--- src/inc/sfl_pkg.sv ---
// constants, codes and helpers of the serial link framer
package sfl_pkg;
  // register offsets
  localparam logic [7:0] OFF_CTRL = 8'h00;
  localparam logic [7:0] OFF_STATUS = 8'h04;
  // control fields
  localparam int CTRL_EN_BIT = 0;
  localparam int CTRL_CRC_BIT = 1;
  localparam int CTRL_RATE_BIT = 2;
  localparam int CTRL_HOSTVAR_BIT = 3;
  localparam logic [3:0] CTRL_RESET = 4'h0;
  // status fields
  localparam int ST_GO_BIT = 0;
  localparam int ST_STOP_BIT = 1;
  localparam int ST_CRCERR_BIT = 2;
  localparam int ST_LOST_BIT = 3;
  // framing figures
  localparam logic [9:0] MAX_DATA_WORDS = 10'h200;
  localparam logic [12:0] IDLE_SPAN_WORDS = 13'h1000;
  localparam logic [15:0] STOP_THR_LOW = 16'h0A61;
  localparam logic [15:0] STOP_THR_HIGH = 16'h186A;
  // ordered set layout: marker byte, code, zero fill
  localparam logic [7:0] OS_MARK = 8'hBC;
  localparam logic [31:0] CRC_POLY = 32'h04C11DB7;
  localparam logic [31:0] CRC_INIT = 32'hFFFFFFFF;

  typedef enum logic [4:0] {
    OS_SOF0 = 5'b00000,
    OS_STS0 = 5'b01000,
    OS_EOF_SYNC = 5'b01100,
    OS_EOF_DATA = 5'b01101,
    OS_ANNC = 5'b01110,
    OS_STOP = 5'b01111,
    OS_GO = 5'b10000,
    OS_IDLE = 5'b10001,
    OS_IDLE_POS = 5'b10010
  } sfl_os_t;

  typedef enum logic [2:0] {
    TX_GAP_FLOW = 3'b000,
    TX_GAP_IDLE = 3'b001,
    TX_SOF = 3'b010,
    TX_DATA = 3'b011,
    TX_STS = 3'b100,
    TX_EOF = 3'b101
  } sfl_tx_state_t;

  function automatic logic [31:0] sfl_os_word(input logic [4:0] code);
    sfl_os_word = {OS_MARK, 3'h0, code, 16'h0000};
  endfunction

  // start code: pio1,pio2,dir selects one of eight
  function automatic logic [4:0] sfl_sof_code(input logic [2:0] bits);
    sfl_sof_code = {2'b00, bits};
  endfunction

  // status code: overflow,not-ready selects one of four
  function automatic logic [4:0] sfl_sts_code(input logic [1:0] bits);
    sfl_sts_code = {3'b010, bits};
  endfunction
endpackage

--- src/verilog/sfl_crc.sv ---
// running crc over 32-bit link words
`timescale 1ns/1ps
module sfl_crc (
  // clock and reset
  input wire logic pclk,
  input wire logic presetn,
  input wire logic ce,
  // control and data
  input wire logic clr,
  input wire logic upd,
  input wire logic [31:0] d,
  output logic [31:0] crc
);
  import sfl_pkg::*;

  function automatic logic [31:0] crc_step(input logic [31:0] c, input logic [31:0] w);
    logic [31:0] r;
    r = c;
    for (int i = 31; i >= 0; i--)
    begin
      r = r[31] ^ w[i] ? {r[30:0], 1'b0} ^ CRC_POLY : {r[30:0], 1'b0};
    end
    crc_step = r;
  endfunction

  always_ff @(posedge pclk or negedge presetn)
  begin
    if (!presetn)
      crc <= CRC_INIT;
    else if (ce)
    begin
      if (clr)
        crc <= CRC_INIT;
      else if (upd)
        crc <= crc_step(crc, d);
    end
  end
endmodule

--- src/verilog/sfl_framer.sv ---
// serial link framer: apb registers, frame transmitter, frame receiver
// How it works
// - receiver takes any word stream; idle gap of 4096 words or more flags loss
// - words are 32 bits, ordered sets marked by k flag for 8b/10b coder
// - positive-disparity idle accepted like ordinary idle
// - pio1,pio2,dir value picks one of eight start delimiters
// - sent direction bit is inverse of active-low direction pin
// - overflow,not-ready value picks one of four status delimiters
// - sync frames close with sync end, data frames with data end
// - announce word before a frame marks it sync-with-data
// - receiver sends stop or go as inter-frame padding
// - gaps between frames carry idle words
// - data frame, sync without data, sync with data are supported
// - host variant sends sync only without data
// - sync marker at fifo head closes current frame, then sync frame
// - at most 512 data words per frame, then a new frame
// - five overhead words per frame, six with crc
// - side signals sampled in every frame
// - transmission starts once enabled, with or without data waiting, no login
// - frames flow continuously, data inserted when available
// - data frame words sent only while last flow word from far end was go; a sync-with-data word needs go only at the gap before its frame
// - transmit and receive directions run independently
// - stop sent once free receive space falls to threshold
`timescale 1ns/1ps
module sfl_framer (
  // clock, reset, enable
  input wire logic pclk,
  input wire logic presetn,
  input wire logic ce,
  // apb slave
  input wire logic psel,
  input wire logic penable,
  input wire logic pwrite,
  input wire logic [7:0] paddr,
  input wire logic [31:0] pwdata,
  output logic [31:0] prdata,
  output logic pready,
  output logic pslverr,
  // transmit fifo head
  input wire logic tx_valid,
  input wire logic [31:0] tx_data,
  input wire logic tx_sync,
  input wire logic tx_sync_dv,
  input wire logic tx_ovf,
  output logic tx_ready,
  // parallel port side pins
  input wire logic pio1,
  input wire logic pio2,
  input wire logic dir_n,
  input wire logic nrdy_n,
  // receive side
  input wire logic [15:0] rx_free,
  output logic rx_valid,
  output logic [31:0] rx_data,
  output logic rx_sync,
  output logic rx_sync_dv,
  output logic rx_pio1,
  output logic rx_pio2,
  output logic rx_dir_n,
  output logic rx_nrdy_n,
  output logic rx_remote_ovf,
  // link word port
  input wire logic lclk,
  input wire logic [31:0] lnk_rx_word,
  input wire logic lnk_rx_k,
  output logic [31:0] lnk_tx_word,
  output logic lnk_tx_k
);
  import sfl_pkg::*;

  logic [3:0] ctrl_reg;
  logic crc_err_reg;
  logic lost_reg;
  logic remote_go_reg;
  logic local_stop_reg;
  logic lclk_s;
  logic lclk_d_reg;
  logic slot;
  logic en;
  logic crc_en;
  logic [3:0] side_s;
  logic rx_k_s;
  logic [31:0] rx_word_s;

  assign en = ctrl_reg[CTRL_EN_BIT];
  assign crc_en = ctrl_reg[CTRL_CRC_BIT];

  ////////////////////////////////////////////////////////////////
  // pin synchronisers and link slot detection
  sfl_sync2 #(.W(38)) u_sync (
    .pclk(pclk),
    .presetn(presetn),
    .ce(ce),
    .d({lclk, pio1, pio2, dir_n, nrdy_n, lnk_rx_k, lnk_rx_word}),
    .q({lclk_s, side_s, rx_k_s, rx_word_s})
  );

  always_ff @(posedge pclk or negedge presetn)
  begin
    if (!presetn)
      lclk_d_reg <= 1'b0;
    else if (ce)
      lclk_d_reg <= lclk_s;
  end

  // one word slot per link clock rise, both directions
  assign slot = lclk_s && !lclk_d_reg;

  ////////////////////////////////////////////////////////////////
  // apb slave, zero wait states
  logic access;
  logic wr;
  logic mapped;
  logic crc_err_set;
  logic lost_set;

  assign access = psel && penable;
  assign wr = access && pwrite;
  assign pready = 1'b1;
  assign mapped = (paddr == OFF_CTRL) || (paddr == OFF_STATUS);
  assign pslverr = access && !mapped;

  always_ff @(posedge pclk or negedge presetn)
  begin
    if (!presetn)
      ctrl_reg <= CTRL_RESET;
    else if (ce && wr && paddr == OFF_CTRL)
      ctrl_reg <= pwdata[3:0];
  end

  always_ff @(posedge pclk or negedge presetn)
  begin
    if (!presetn)
      prdata <= 32'h0000_0000;
    else if (ce && psel && !penable)
    begin
      if (paddr == OFF_CTRL)
        prdata <= {28'h000_0000, ctrl_reg};
      else if (paddr == OFF_STATUS)
        prdata <= {28'h000_0000, lost_reg, crc_err_reg, local_stop_reg, remote_go_reg};
      else
        prdata <= 32'h0000_0000;
    end
  end

  // sticky flags, write one to clear, a new event wins
  always_ff @(posedge pclk or negedge presetn)
  begin
    if (!presetn)
    begin
      crc_err_reg <= 1'b0;
      lost_reg <= 1'b0;
    end
    else if (ce)
    begin
      if (crc_err_set)
        crc_err_reg <= 1'b1;
      else if (wr && paddr == OFF_STATUS && pwdata[ST_CRCERR_BIT])
        crc_err_reg <= 1'b0;
      if (lost_set)
        lost_reg <= 1'b1;
      else if (wr && paddr == OFF_STATUS && pwdata[ST_LOST_BIT])
        lost_reg <= 1'b0;
    end
  end

  always_ff @(posedge pclk or negedge presetn)
  begin
    if (!presetn)
      local_stop_reg <= 1'b0;
    else if (ce)
      local_stop_reg <= rx_free <= (ctrl_reg[CTRL_RATE_BIT] ? STOP_THR_HIGH : STOP_THR_LOW);
  end

  ////////////////////////////////////////////////////////////////
  // transmitter
  sfl_tx_state_t tx_state_reg;
  logic [9:0] tx_cnt_reg;
  logic frm_sync_reg;
  logic frm_dv_reg;
  logic dv_done_reg;
  logic [31:0] tx_crc;
  logic head_sync;
  logic head_data;
  logic send_data;
  logic pop_marker;
  logic tx_step;

  assign tx_step = slot && en;
  assign head_sync = tx_valid && tx_sync && remote_go_reg;
  assign head_data = tx_valid && !tx_sync && remote_go_reg;
  // sync with data sends the marker's word; data frames take fifo words
  assign send_data = tx_state_reg == TX_DATA &&
    (frm_sync_reg ? frm_dv_reg && !dv_done_reg : head_data && tx_cnt_reg < MAX_DATA_WORDS);
  assign pop_marker = tx_state_reg == TX_SOF && frm_sync_reg && !frm_dv_reg;
  assign tx_ready = tx_step && (send_data || pop_marker);

  sfl_crc u_tx_crc (
    .pclk(pclk),
    .presetn(presetn),
    .ce(ce),
    .clr(tx_step && tx_state_reg == TX_SOF),
    .upd(tx_step && send_data),
    .d(tx_data),
    .crc(tx_crc)
  );

  always_ff @(posedge pclk or negedge presetn)
  begin
    if (!presetn)
    begin
      tx_state_reg <= TX_GAP_FLOW;
      tx_cnt_reg <= 10'h000;
      frm_sync_reg <= 1'b0;
      frm_dv_reg <= 1'b0;
      dv_done_reg <= 1'b0;
      lnk_tx_word <= 32'h0000_0000;
      lnk_tx_k <= 1'b0;
    end
    else if (ce && slot)
    begin
      lnk_tx_k <= 1'b1;
      if (!en)
      begin
        lnk_tx_word <= sfl_os_word(OS_IDLE);
        tx_state_reg <= TX_GAP_FLOW;
      end
      else
      begin
        case (tx_state_reg)
          TX_GAP_FLOW:
          begin
            frm_sync_reg <= head_sync;
            frm_dv_reg <= head_sync && tx_sync_dv && !ctrl_reg[CTRL_HOSTVAR_BIT];
            dv_done_reg <= 1'b0;
            if (head_sync && tx_sync_dv && !ctrl_reg[CTRL_HOSTVAR_BIT])
              lnk_tx_word <= sfl_os_word(OS_ANNC);
            else
              lnk_tx_word <= sfl_os_word(local_stop_reg ? OS_STOP : OS_GO);
            tx_state_reg <= TX_GAP_IDLE;
          end
          TX_GAP_IDLE:
          begin
            lnk_tx_word <= sfl_os_word(OS_IDLE);
            tx_state_reg <= TX_SOF;
          end
          TX_SOF:
          begin
            // sent direction is active high
            lnk_tx_word <= sfl_os_word(sfl_sof_code({side_s[3], side_s[2], !side_s[1]}));
            tx_cnt_reg <= 10'h000;
            tx_state_reg <= TX_DATA;
          end
          TX_DATA:
          begin
            if (send_data)
            begin
              lnk_tx_word <= tx_data;
              lnk_tx_k <= 1'b0;
              tx_cnt_reg <= tx_cnt_reg + 10'h001;
              dv_done_reg <= 1'b1;
            end
            else if (crc_en)
            begin
              lnk_tx_word <= tx_crc;
              lnk_tx_k <= 1'b0;
              tx_state_reg <= TX_STS;
            end
            else
            begin
              lnk_tx_word <= sfl_os_word(sfl_sts_code({tx_ovf, !side_s[0]}));
              tx_state_reg <= TX_EOF;
            end
          end
          TX_STS:
          begin
            lnk_tx_word <= sfl_os_word(sfl_sts_code({tx_ovf, !side_s[0]}));
            tx_state_reg <= TX_EOF;
          end
          TX_EOF:
          begin
            lnk_tx_word <= sfl_os_word(frm_sync_reg ? OS_EOF_SYNC : OS_EOF_DATA);
            tx_state_reg <= TX_GAP_FLOW;
          end
          default:
            tx_state_reg <= TX_GAP_FLOW;
        endcase
      end
    end
  end

  ////////////////////////////////////////////////////////////////
  // receiver
  logic rx_step;
  logic is_os;
  logic [4:0] rx_code;
  logic [31:0] held_reg;
  logic held_v_reg;
  logic annc_reg;
  logic [2:0] sof_bits_reg;
  logic [1:0] sts_bits_reg;
  logic [12:0] idle_cnt_reg;
  logic emit;
  logic [31:0] rx_crc;

  assign rx_step = slot && en;
  assign is_os = rx_k_s && rx_word_s[31:24] == OS_MARK;
  assign rx_code = rx_word_s[20:16];
  // one word held back, since the crc is only known at the status end
  assign emit = rx_step && held_v_reg &&
    (!is_os || (rx_code[4:2] == 3'b010 && !crc_en));
  assign crc_err_set = rx_step && held_v_reg && is_os && rx_code[4:2] == 3'b010 &&
    crc_en && held_reg != rx_crc;
  assign lost_set = rx_step && idle_cnt_reg == IDLE_SPAN_WORDS;

  sfl_crc u_rx_crc (
    .pclk(pclk),
    .presetn(presetn),
    .ce(ce),
    .clr(rx_step && is_os && rx_code[4:3] == 2'b00),
    .upd(emit),
    .d(held_reg),
    .crc(rx_crc)
  );

  always_ff @(posedge pclk or negedge presetn)
  begin
    if (!presetn)
    begin
      rx_valid <= 1'b0;
      rx_data <= 32'h0000_0000;
    end
    else if (ce)
    begin
      rx_valid <= emit;
      if (emit)
        rx_data <= held_reg;
    end
  end

  always_ff @(posedge pclk or negedge presetn)
  begin
    if (!presetn)
      idle_cnt_reg <= 13'h0000;
    else if (ce && rx_step)
    begin
      if (is_os && (rx_code == OS_IDLE || rx_code == OS_IDLE_POS))
        idle_cnt_reg <= 13'h0000;
      else if (idle_cnt_reg != IDLE_SPAN_WORDS)
        idle_cnt_reg <= idle_cnt_reg + 13'h0001;
    end
  end

  always_ff @(posedge pclk or negedge presetn)
  begin
    if (!presetn)
    begin
      held_reg <= 32'h0000_0000;
      held_v_reg <= 1'b0;
      annc_reg <= 1'b0;
      sof_bits_reg <= 3'h0;
      sts_bits_reg <= 2'h0;
      remote_go_reg <= 1'b0;
      rx_sync <= 1'b0;
      rx_sync_dv <= 1'b0;
      rx_pio1 <= 1'b0;
      rx_pio2 <= 1'b0;
      rx_dir_n <= 1'b1;
      rx_nrdy_n <= 1'b1;
      rx_remote_ovf <= 1'b0;
    end
    else if (ce)
    begin
      rx_sync <= 1'b0;
      if (rx_step && !is_os)
      begin
        held_reg <= rx_word_s;
        held_v_reg <= 1'b1;
      end
      else if (rx_step)
      begin
        if (rx_code[4:3] == 2'b00)
        begin
          sof_bits_reg <= rx_code[2:0];
          held_v_reg <= 1'b0;
        end
        else if (rx_code[4:2] == 3'b010)
        begin
          sts_bits_reg <= rx_code[1:0];
          held_v_reg <= 1'b0;
        end
        else if (rx_code == OS_EOF_DATA || rx_code == OS_EOF_SYNC)
        begin
          rx_pio1 <= sof_bits_reg[2];
          rx_pio2 <= sof_bits_reg[1];
          rx_dir_n <= !sof_bits_reg[0];
          rx_remote_ovf <= sts_bits_reg[1];
          rx_nrdy_n <= !sts_bits_reg[0];
          rx_sync <= rx_code == OS_EOF_SYNC;
          rx_sync_dv <= rx_code == OS_EOF_SYNC && annc_reg;
          annc_reg <= 1'b0;
        end
        else if (rx_code == OS_ANNC)
          annc_reg <= 1'b1;
        else if (rx_code == OS_STOP)
          remote_go_reg <= 1'b0;
        else if (rx_code == OS_GO)
          remote_go_reg <= 1'b1;
      end
    end
  end
endmodule

--- src/verilog/sfl_sync2.sv ---
// two-flop synchroniser for pins from outside the clock domain
`timescale 1ns/1ps
module sfl_sync2 #(
  parameter int W = 1
) (
  // clock and reset
  input wire logic pclk,
  input wire logic presetn,
  input wire logic ce,
  // data
  input wire logic [W-1:0] d,
  output logic [W-1:0] q
);
  logic [W-1:0] meta_reg;

  always_ff @(posedge pclk or negedge presetn)
  begin
    if (!presetn)
    begin
      meta_reg <= '0;
      q <= '0;
    end
    else if (ce)
    begin
      meta_reg <= d;
      q <= meta_reg;
    end
  end
endmodule
--- config.mk ---
export PLATFORM = sky130hd
export DESIGN_NAME = sfl_framer
export DESIGN_NICKNAME = d
export VERILOG_FILES = /design/src/inc/sfl_pkg.sv /design/src/verilog/sfl_crc.sv /design/src/verilog/sfl_framer.sv /design/src/verilog/sfl_sync2.sv
export SDC_FILE = /design/constraint.sdc
export NUM_CORES = 1
export LEC_CHECK = 0
export BUFFER_PORTS_ARGS = -buffer_cell sky130_fd_sc_hd__buf_2
export CAP_MARGIN = 20
export CORE_MARGIN = 5
export CORE_UTILIZATION = 46
export DETAILED_ROUTE_END_ITERATION = 8
export GPL_TIMING_DRIVEN = 0
export PLACE_DENSITY = 0.72
export REMOVE_ABC_BUFFERS = 1
export SYNTH_ARGS = -nofsm -noshare
export SYNTH_HDL_FRONTEND = slang
export SYNTH_SLANG_ARGS = --single-unit
--- constraint.sdc ---
create_clock -name pclk -period 4.4 [get_ports pclk]
set_input_delay 0.88 -clock pclk [delete_from_list [all_inputs] [get_ports pclk]]
set_output_delay 0.88 -clock pclk [all_outputs]
set_load 0.01 [all_outputs]
Yosys cells after proc, flatten, opt, wreduce, memory -nomap -nowiden. Index checks and enable logic that the tools add are counted.

Bits in registers: 322. Bits of input ports: 136. Output and inout bits: 108. Word-level logic and storage cells: 393.

Add/sub/neg operators: 2. Order comparisons: 2. Equality and inequality tests: 21. Multiplexer cells: 110. Bitwise gates (word level): 133. Reduce and logical (&&, ||, !) cells: 92.

Operators with widths (number): $mux W27 (64); $not A14 Y14 (64); $mux W32 (8); $pmux W32 S6 (1); $xor A1 B1 Y1 (64); $logic_and A1 B1 Y1 (42); $mux W13 (3); $ne A32 B32 Y1 (1); $mux W1 (25); $mux W21 (1); $eq A5 B4 Y1 const B (4); $pmux W10 S2 (1); $reduce_bool A2 Y1 (10); $reduce_and A2 Y1 (9); $le A16 B13 Y1 (1); $eq A5 B5 Y1 const B (3); $pmux W3 S5 (1); $add A13 B1 Y13 const B (1); $eq A13 B13 Y1 const B (1); $logic_not A1 Y1 (13); $ne A13 B13 Y1 const B (1); $reduce_and A4 Y1 (3); $reduce_and A6 Y1 (2); $add A10 B1 Y10 const B (1); other kinds (23) (36).

Depth between registers and ports, before layout. Gate-level depths: netlist of run 1.

Depth after elaboration: 66. Depth in mapped cells: 11. Depth with buffers taken out: 10.

Modules after synthesis. From an unflattened synthesis of run 1, not the netlist that was laid out.

Cell total of the unflattened synthesis: 1623. Area total of the unflattened synthesis: 19797.7 µm².

By module, submodules not included: sfl_crc (times used 2, cells an instance 371, area an instance 4480.5 µm², seq. area each 840.8 µm²); sfl_framer (times used 1, cells an instance 721, area an instance 7861.3 µm², seq. area each 3856.2 µm²); sfl_sync2 (times used 1, cells an instance 160, area an instance 2975.4 µm², seq. area each 1901.8 µm²).

Worst setup path before layout of run 1. Ideal clock, no wire load.

Kind: input port to flip-flop. From: in tx_data[26]. To: reg u_tx_crc.crc[12]. Library setup time: 0.093 ns. Arrival: 4.102 ns. Required time: 4.307 ns. Setup slack: 0.206 ns. Stages: 10. Buffers on the path: 0. Cells stage by stage: xnor2_2 xnor3_2 xor3_1 xnor3_2 xnor3_4 xor2_4 xor2_2 xor2_1 xnor2_1 a21oi_1.

Word-level cells in the longest chain between the ends: 36. Elaborated cells between the ends (all ways): 69. Those cells by class: 29 x mux; 40 x bitwise.

RTL lines: start, declared (RTL line sfl_framer.sv:41) `input wire logic [31:0] tx_data,`; $xor A1 B1 Y1 (*) (RTL line sfl_crc.sv:21) `r = r[31] ^ w[i] ? {r[30:0], 1'b0} ^ CRC_POLY : {r[30:0], 1'b0};`; $mux W27 (*) (RTL line sfl_crc.sv:21); $mux W27 (5 in a row) (RTL line sfl_crc.sv:21); $not A14 Y14 (no source line); $mux W27 (RTL line sfl_crc.sv:21); $not A14 Y14 (no source line); $mux W27 (3 in a row) (RTL line sfl_crc.sv:21); $not A14 Y14 (no source line); (+14 left out); $not A14 Y14 (no source line); $mux W27 (RTL line sfl_crc.sv:21); $not A14 Y14 (no source line); $mux W27 (RTL line sfl_crc.sv:21); $not A14 Y14 (no source line); $mux W27 (*) (RTL line sfl_crc.sv:21); $mux W32 (*) (RTL line sfl_crc.sv:34) `else if (upd)`; $mux W32 (*) (RTL line sfl_crc.sv:32) `if (clr)`; end signal, assigned (RTL line sfl_crc.sv:35) `crc <= crc_step(crc, d);`; end, declared (RTL line sfl_crc.sv:12) `output logic [31:0] crc`.

Mark *: on every way between the ends. The rest lies on a longest branch, timed or not. The select of a mux whose other input is x is not followed. A chain may end at the register's enable or synchronous reset.

Worst setup path after layout of run 1.
From: reg u_tx_crc.crc[17]. To: reg u_tx_crc.crc[15].

Word-level cells in the longest chain between the ends: 35. Elaborated cells between the ends (all ways): 45. Those cells by class: 28 x mux; 17 x bitwise.

RTL lines (RTL line): $mux W27 (*) (4 in a row) (sfl_crc.sv:21); $not A14 Y14 (no source line); $mux W27 (*) (sfl_crc.sv:21); $not A14 Y14 (no source line); $mux W27 (*) (3 in a row) (sfl_crc.sv:21); $not A14 Y14 (no source line); $mux W27 (*) (sfl_crc.sv:21); $xor A1 B1 Y1 (*) (sfl_crc.sv:21); (+11 left out); $not A14 Y14 (no source line); $mux W27 (*) (sfl_crc.sv:21); $not A14 Y14 (no source line); $mux W27 (*) (sfl_crc.sv:21); $not A14 Y14 (no source line); $mux W27 (*) (4 in a row) (sfl_crc.sv:21); $mux W32 (*) (sfl_crc.sv:34); $mux W32 (*) (sfl_crc.sv:32).

Marks and branches as above.

==> results of run 1 <==
==> final cells by class <==
class	instances	area [um2]
Clock buffer	49	977
Clock inverter	11	109
Fill cell	3476	18400
Inverter	16	60.1
Multi-Input combinational cell	1230	10900
Sequential cell	294	7440
Tap cell	525	657
Timing Repair Buffer	205	1220
==> where the power goes <==
group	switching (mW)	leakage (nW)	internal [mW]	total [mW]
clock network	1.14	0.533	1.61	2.75
registers	0.0816	3.62	2.81	2.89
logic	5.53	5.36	4.82	10.3
==> metrics by stage <==
step	total power [mW]	cell area, um2	setup slack, ns	setup TNS (ns)
2_1_floorplan	11.1	18100	-1.98	-59.47
3_3_place_gp	13.0	19700	-5.25	-1163.26
3_5_place_dp	13.1	20000	-0.779	-10.11
4_1_cts	16.0	21200	0.0143	0
5_1_grt	16.9	21300	0.00101	0
6_report	16.0	21300	0.115	0
==> layout by cell type (no fill, tap or decap), drive strengths merged, types with 14 or more instances in the layout <==
master	n
clkbuf	49
buf	205
xor2	127
and3	32
nand2	70
nand3	23
conb	29
mux2	150
nor2	70
inv	18
a21oi	102
o21ai	53
xnor2	371
dfrtp	228
nor3	43
nand4	14
xnor3	47
dfstp	66
==> worst max-delay path by stage <==
stage / to / slack [ns] / cells past startpoint
5_1_grt: u_tx_crc.crc[12] / 0.001 / 10
3_5_place_dp: u_tx_crc.crc[12] / -0.78 / 11
6_report: u_tx_crc.crc[15] / 0.12 / 10
3_3_place_gp: tx_cnt_reg[5] / -5.25 / 10
2_1_floorplan: tx_cnt_reg[9] / -1.98 / 7
4_1_cts: u_rx_crc.crc[5] / 0.01 / 10
==> routing by layer <==
metal / up-vias / track usage / wire, um
li1: 5746 / - / -
met1: 6120 / 0.287 / 20300
met2: 339 / 0.325 / 21100
met3: 54 / 0.0429 / 2930
met4: 0 / 0.0434 / 798
met5: - / 0 / 0
==> cell families (layout without fill, tap and decap cells) <==
group / Yosys count / count (layout)
xor+xnor: 554 / 554
flops: 294 / 294
simple gates: 291 / 291
compound gates: 191 / 191
mux: 155 / 155
buf+inv: 106 / 281
fa+ha+maj: 10 / 10
other cells: 2 / 29
==> worst register-to-register path, stage by stage (launching register included) <==
cell and delay (ns):
dfstp_2 0.57, xor2_1 0.44, xnor3_1 0.59, xnor2_1 0.47, xnor3_1 0.46, xor3_2 0.56, xor2_1 0.46, xnor2_1 0.19
xnor2_1 0.17, xnor2_1 0.14, a21oi_1 0.16
==> repair_timing <==
item / in CTS / in global routing
setup buffers: 0 / 2
gates cloned: 0 / 0
setup endpoints to repair: 13 / 12
pin swaps: 0 / 1
resized for setup: 10 / 11
==> impl_results.md, run 1 <==
- Status: completed
- Post-synth top area cell: dfrtp_1
- Buf+Inv Stages, Crit Path: 0
- H-Tree Depth: 2
- Critical path, cell by cell: xor2_1, xnor3_1, xnor2_1, xnor3_1, xor3_2, xor2_1, xnor2_1, xnor2_1, xnor2_1, a21oi_1
- Synthesis Warnings: 0
- Clk buf depth: 3
- Iter 0 DRT Violations: 881
- Layout Nets: 1927
- Max Fclk: between 200 and 250 MHz
- Layout area overhead: 15.3%
- Power per cell area: 750 nW/um2
- Max stage delay on crit path: approximately 0.59 ns
- IO Port Bufs: between 150 and 200
- Worst Path Required: 4.87 ns
- Largest net degree at the start of global routing: between 100 and 150
- I/O Pins: 244
- Synth Area in XOR/XNOR: 0.334
- Yosys top cell area share: 0.309
- CTS sink cnt: 294
- Max-Cap Viols: 0
- Cell family with most CP delay: XOR/XNOR gates
- Post-CTS Hold Buffers: 0
- Slew margin rel.: 0.307
- Register-to-register setup slack: 0.12 ns
- Reg2reg start: u_tx_crc.crc[17]
- Synth Area in Simple Gates: 0.0767
- Worst hold margin: 0.267 ns
- Total gr overflow: 0
- Largest family of logic cells by synthesized area: XOR/XNOR gates
- Routed vias/inst: 5.26
- Initial Util: 0.465
- Ant diodes: 0
- Final worst-path cycle share: 0.974
- CTS Buf Count: 34
- Data arrival, critical path: between 4 and 5 ns
- CP startpoint: u_tx_crc.crc[17]
- Routability cong.: approximately 0.97
- Wirelength per Cell: around 19 um
- Post-route ant nets: 0
- R2R Path End: u_tx_crc.crc[15]
- Post-synthesis async set-or-reset flop share: 1.00
- Sequential area share after synthesis: 0.402
- Max Slew Vio Count: 0
- Placed Cells: 2268
- Top-count cell post-synth: xnor2_1
- Core Util, Final: 0.536
- Total number of vias: approximately 12000
- WS Path Type: flop to flop
- Endpoints failing hold: 0
- Drt pass-1 iters: 5
- Clk_skew: roughly 0.017 ns
- P_leak: about 9.5 nW
- Synth Area in Compound Gates: 0.0583
- Tot GR Track Use: 0.203
- Root buffer cell: clkbuf_16
- Die Y: 211 um
- Top cells by count, synth: xnor2_1 (341), dfrtp_1 (228), mux2_2 (150), xor2_1 (109), a21oi_1 (102)
- Synth Register Bits: around 300
- Total die area: about 44000 um2
- Max VDD drop: just over 0.6 mV
- DRC: 0
- Synthesized area: approximately 18000 um2
- Worst-Skew Late Latency: 0.55 ns
- Primary FF master, synth: dfrtp_1
- Unrepaired setup endpoints after global routing: false
- Die W: approximately 210 um
- EDFF count, synth: 0
- CP max stage cell: xnor3_1
- Most common cell on crit path: xnor2_1
- Worst-margin pin slew: 1.04 ns
- First-pass GRT wire length: approximately 70000 um
- R2R depth: 10
- Initial antenna violation count: 1
- Crit path capture type: flop
- Synth top area cells: dfrtp_1 (31%), xnor2_1 (16%), dfstp_2 (9.4%)
- Vias in the first global route: ~13000
- Setup crit start kind: flop
- Total core area: 39700 um2
- DP Wirelength: between 30000 and 40000 um
- CTS tree: yes
- Crit path time final: 4.28 ns
- Crit-path max FO: 4
- Mux share of post-synthesis cell area: 0.0940
- Reg clk slew, reported paths: 0.06 ns
- Share of layout cells above drive strength 1: 0.309
- Syn_area_per_cell: ~12 um2
- Hold WC Path Type: input pin to async pin
- Row count: 73
- Area share of fa/ha/maj cells after synthesis: 0.00677
- Non-Filler Instances: around 2300
- Mapped Cells: about 1600
- Total Wirelength: around 45000 um
- Netlist cell types: 63
- Setup violations, final: 0
(Power assumes the default switching activity.)
==> inputs of run 2 (changes only) <==
Settings changed: ABC_AREA from default to 1, CORE_MARGIN 5 to default, PLACE_DENSITY 0.72 to 0.71.
==> impl_results.md, run 2 <==
- Crit path capture type: output port
- Setup crit start kind: flop
- Max stage delay on crit path: about 0.76 ns
- Status: completed
- Most common cell after layout, fill and taps aside: nand2_1
- Root buffer cell: clkbuf_16
- Worst-Skew Late Latency: between 0.5 and 0.6 ns
- Die Y: between 200 and 250 um
- Tot GR Track Use: 0.297
- Total core area: between 40000 and 50000 um2
- R2R Path End: tx_cnt_reg[8]
- Worst hold margin: 0.256 ns
- EDFF count, synth: 0
- Max-Cap Viols: 0
- Initial antenna violation count: 0
- Placed Cells: 4302
- Top cells by count, synth: nand2_1 (1391), inv_1 (370), nand3_1 (341), dfrtp_1 (228), o21ai_0 (179)
- CP max stage cell: inv_1
- Max Fclk: around 240 MHz
- Top-count cell post-synth: nand2_1
- Register-to-register setup slack: 0.31 ns
- Total die area: ~51000 um2
- Clk_skew: 0.0289 ns
- Crit path time final: between 4 and 5 ns
- Synth Register Bits: 294
- Setup violations, final: 0
- Vias in the first global route: approximately 21000
- Row count: between 80 and 90
- Routability cong.: a little under 1
- Commonest non-fill, non-tap cells in the layout: nand2_1 (1389), inv_1 (369), nand3_1 (341), dfrtp_1 (228), buf_2 (184)
- Share of layout cells above drive strength 1: 0.173
- Total gr overflow: 0
- Iter 0 DRT Violations: about 1900
- Syn_area_per_cell: about 6.6 um2
- DRC: 0
- Yosys top cell area share: 0.248
- First-pass GRT wire length: about 120000 um
- Worst-margin pin slew: 1.02 ns
- Crit-path max FO: 18
- IO Port Bufs: ~190
- H-Tree Depth: 2
- Data arrival, critical path: 3.27 ns
- Endpoints failing hold: 0
- Layout area overhead: 12.1%
- CTS tree: yes
- R2R depth: 17
- Reg clk slew, reported paths: around 0.060 ns
- Die W: ~230 um
- Post-synthesis async set-or-reset flop share: 1.00
- I/O Pins: between 200 and 250
- Most common cell on crit path: inv_1
- Fillers: between 4000 and 5000
- Slew margin rel.: 0.323
- Placed instance area: around 25000 um2
- Synth top area cells: dfrtp_1 (25%), nand2_1 (23%), dfstp_2 (7.5%)
- Post-CTS Hold Buffers: 0
- Synthesis Warnings: 0
- Initial Util: 0.467
- Largest net degree at the start of global routing: ~130
- Non-Filler Instances: around 4400
- Reg2reg start: tx_state_reg[1]
- Layout Nets: between 3000 and 4000
- DP Wirelength: a little under 60000 um
- Mapped Cells: 3505
- Max Slew Vio Count: 0
- Final worst-path cycle share: 0.944
- CTS Buf Count: 35
- Unrepaired setup endpoints after global routing: false
- Netlist cell types: between 60 and 70
- Post-route ant nets: 0
- Setup TNS: 0 ns
- Sequential area share after synthesis: 0.324
- Routed vias/inst: between 5 and 6
- Worst Path Required: between 3 and 4 ns
- Primary FF master, synth: dfrtp_1
- Hold WC Path Type: input pin to async pin
- WS Path Type: flop to output port
- Buf+Inv Stages, Crit Path: 4
- Clk buf depth: 3
- Total Wirelength: approximately 75000 um
- CTS sink cnt: between 200 and 300
- Synthesized area: 23000 um2
- Drt pass-1 iters: 6
- Finished layout cell area: ~26000 um2
- Post-synth top area cell: dfrtp_1
- Cell family with most CP delay: buffers and inverters
- Critical path, cell by cell: inv_1, nor3_1, nand3_1, nand2_1, inv_1, nor2_4, inv_1, o32ai_1, buf_2
- Wirelength per Cell: ~17 um
- Total number of vias: around 23000
-- run 2: worst max path at each step --
stage	from	endpoint	slack, ns	cells past startpoint
final	remote_go_reg	tx_ready	0.25	9
after global routing	tx_state_reg[1]	tx_cnt_reg[8]	0.07	17
after CTS	ce	tx_cnt_reg[8]	0.26	16
after detailed placement	ce	tx_cnt_reg[8]	-0.65	16
after global placement	ce	u_rx_crc.crc[28]	-4.00	9
after floorplan	ce	u_rx_crc.crc[28]	0.34	8
-- run 2: cells by family after synthesis --
family,synth area share
flops,0.324
fa+ha+maj,0.00545
xor+xnor,0.0796
buf+inv,0.0924
simple gates,0.422
mux,0.000490
compound gates,0.0756
other cells,0.000327
-- run 2: layout make-up --
| cell class | instances | area [um2] | share of cell area |
|---|---|---|---|
| antenna | 1 | 2.50 | 0.0000971 |
| clock inverter | 15 | 173 | 0.00670 |
| tap | 664 | 831 | 0.0322 |
| clock buffer | 49 | 958 | 0.0372 |
| multi-input combinational | 2714 | 13600 | 0.526 |
| inverter | 438 | 1660 | 0.0644 |
| sequential | 294 | 7440 | 0.289 |
| timing repair buffer | 195 | 1140 | 0.0444 |
-- run 2: metrics by stage --
step | setup WS [ns] | utilization
final | 0.246 | 0.524
after global routing | 0.0711 | 0.524
after CTS | 0.261 | 0.524
after detailed placement | -0.649 | 0.500
after global placement | -4.00 | 0.496
after floorplan | 0.336 | -
-- run 2: routing by layer --
layer,up-vias,GRT usage,part of all wire
met5,-,0,0
met4,0,0.107,0.034
met3,138,0.0407,0.075
met2,864,0.478,0.45
met1,10600,0.405,0.44
li1,11300,-,-
-- run 2: repair_timing --
| action | 4_1_cts | 5_1_grt |
|---|---|---|
| endpoints found under the setup margin | 2 | 1 |
| cloned | 1 | 1 |
| pin swaps | 1 | 1 |
| buffers inserted | 1 | 0 |
| resized for setup | 1 | 3 |
Power of run 2 is left out: the tool's default activity adds up to more than one toggle a clock period on the data nets, which glitch-free logic cannot reach.
==> inputs of run 3 (changes only) <==
Settings changed: PLACE_DENSITY 0.71 to default.
==> impl_results.md, run 3 (synthesis gave the netlist of run 2 again) <==
- Vias in the first global route: 21700
- Hold WC Path Type: input pin to async pin
- Routability cong.: 1.03
- Setup violations, final: 0
- Setup crit start kind: flop
- Total die area: between 50000 and 60000 um2
- Endpoints failing hold: 0
- Iter 0 DRT Violations: 1717
- Final worst-path cycle share: 0.933
- Initial antenna violation count: 1
- Total Wirelength: around 80000 um
- Data arrival, critical path: between 3 and 4 ns
- Unrepaired setup endpoints after global routing: false
- Reg clk slew, reported paths: ~0.060 ns
- Die Y: between 200 and 250 um
- Status: completed
- Largest net degree at the start of global routing: 120
- Non-Filler Instances: 4371
- Tot GR Track Use: 0.324
- Core Util, Final: 0.526
- Crit-path max FO: 18
- IO Port Bufs: 186
- Layout area overhead: 12.4%
- First-pass GRT wire length: roughly 120000 um
- Max Fclk: 244 MHz
- DRC: 0
- Multi-input logic area: about 14000 um2
- Row count: between 80 and 90
- Placed Cells: approximately 4300
- Most common cell after layout, fill and taps aside: nand2_1
- CTS Buf Count: 37
- Sequential cell area: between 7000 and 8000 um2
- Die W: roughly 230 um
- Fillers: between 5000 and 6000
- I/O Pins: roughly 240
- Post-CTS Hold Buffers: 0
- Worst Path Required: roughly 3.5 ns
- Drt pass-1 iters: 5
- Initial Util: 0.467
- CTS tree: yes
- Register-to-register setup slack: 0.39 ns
- Wirelength per Cell: roughly 19 um
- Routed vias/inst: between 5 and 6
- Crit path time final: 4.10 ns
- Slew margin rel.: 0.241
- Post-route ant nets: 0
- Crit path capture type: output port
- CTS sink cnt: slightly below 300
- Max Slew Vio Count: 0
- Clk_skew: roughly 0.042 ns
- Worst-Skew Late Latency: a little under 0.6 ns
- Root buffer cell: clkbuf_16
- Total gr overflow: 0
- H-Tree Depth: 2
- Max-Cap Viols: 0
- Layout Nets: around 3800
- Clk buf depth: 3
- Total core area: about 50000 um2
- Worst-margin pin slew: roughly 1.1 ns
- Commonest non-fill, non-tap cells in the layout: nand2_1 (1388), inv_1 (369), nand3_1 (341), dfrtp_1 (228), buf_2 (184)
- DP Wirelength: 64100 um
- WS Path Type: flop to output port
- Total number of vias: about 23000
- Share of layout cells above drive strength 1: 0.174
- Ant diodes: 0
## run 3: cell types whose count changed in the layout (fill, tap and decap cells not counted), moves of 2 or more
cell	delta
clkinv_2	-5
clkbuf_8	+4
bufinv_16	+2
clkbuf_1	-2
clkbuf_16	+2
clkinv_16	-2
inv_6	+2
nor2_4	-2
## run 3: through the flow
| step | setup slack [ns] | cell area [um2] | hold WS, ns | TNS, ns |
|---|---|---|---|---|
| 6_report | 0.295 | 25800 | 0.290 | 0 |
| 4_1_cts | 0.255 | 25800 | 0.315 | 0 |
| 5_1_grt | 0.0820 | 25800 | 0.328 | 0 |
| 2_1_floorplan | 0.336 | 22600 | 0.406 | 0 |
| 3_5_place_dp | -0.360 | 24600 | 0.432 | -0.565 |
| 3_3_place_gp | -3.96 | 24400 | 0.431 | -1170.41 |
## run 3: cell type report
cell class / instances / share of cell area
inverter: 438 / 0.0641
clock inverter: 12 / 0.00586
multi-input combinational: 2713 / 0.524
timing repair buffer: 197 / 0.0450
sequential: 294 / 0.288
clock buffer: 53 / 0.0409
tap: 664 / 0.0322
## run 3: final timing paths
path | startpoint | end | cells after the start
max | remote_go_reg | tx_ready | 9
min | presetn | u_sync.meta_reg[3] | 1
max reg2reg | u_tx_crc.crc[31] | u_tx_crc.crc[4] | 26
min reg2reg | sts_bits_reg[0] | rx_nrdy_n | 1
max in group asynchronous | presetn | lnk_tx_word[28] | 3
min in group pclk | sts_bits_reg[0] | rx_nrdy_n | 1
## run 3: worst max-delay path, cell delays in order, from the launching register on
cell and delay (ns):
dfrtp_1 0.42, inv_1 0.17, nor3_1 0.07, nand3_1 0.06, nand2_1 0.14, inv_1 0.75
nor2_4 0.12, inv_1 0.57, o32ai_1 0.19, buf_2 0.19
## run 3: repair_timing
item | 4_1_cts | 5_1_grt
setup endpoints to repair | 1 | 2
cloned | 1 | 0
resized for setup | 0 | 1
pin swaps | 1 | 0
setup buffers | 1 | 0
## run 3: per-layer routing
metal	track usage	vias up	part of all wire
li1	-	11300	-
met1	0.398	10900	0.42
met2	0.564	704	0.49
met3	0.0299	152	0.045
met4	0.165	2	0.052
met5	0	-	0.00015
Power of run 3 is left out for the same reason.
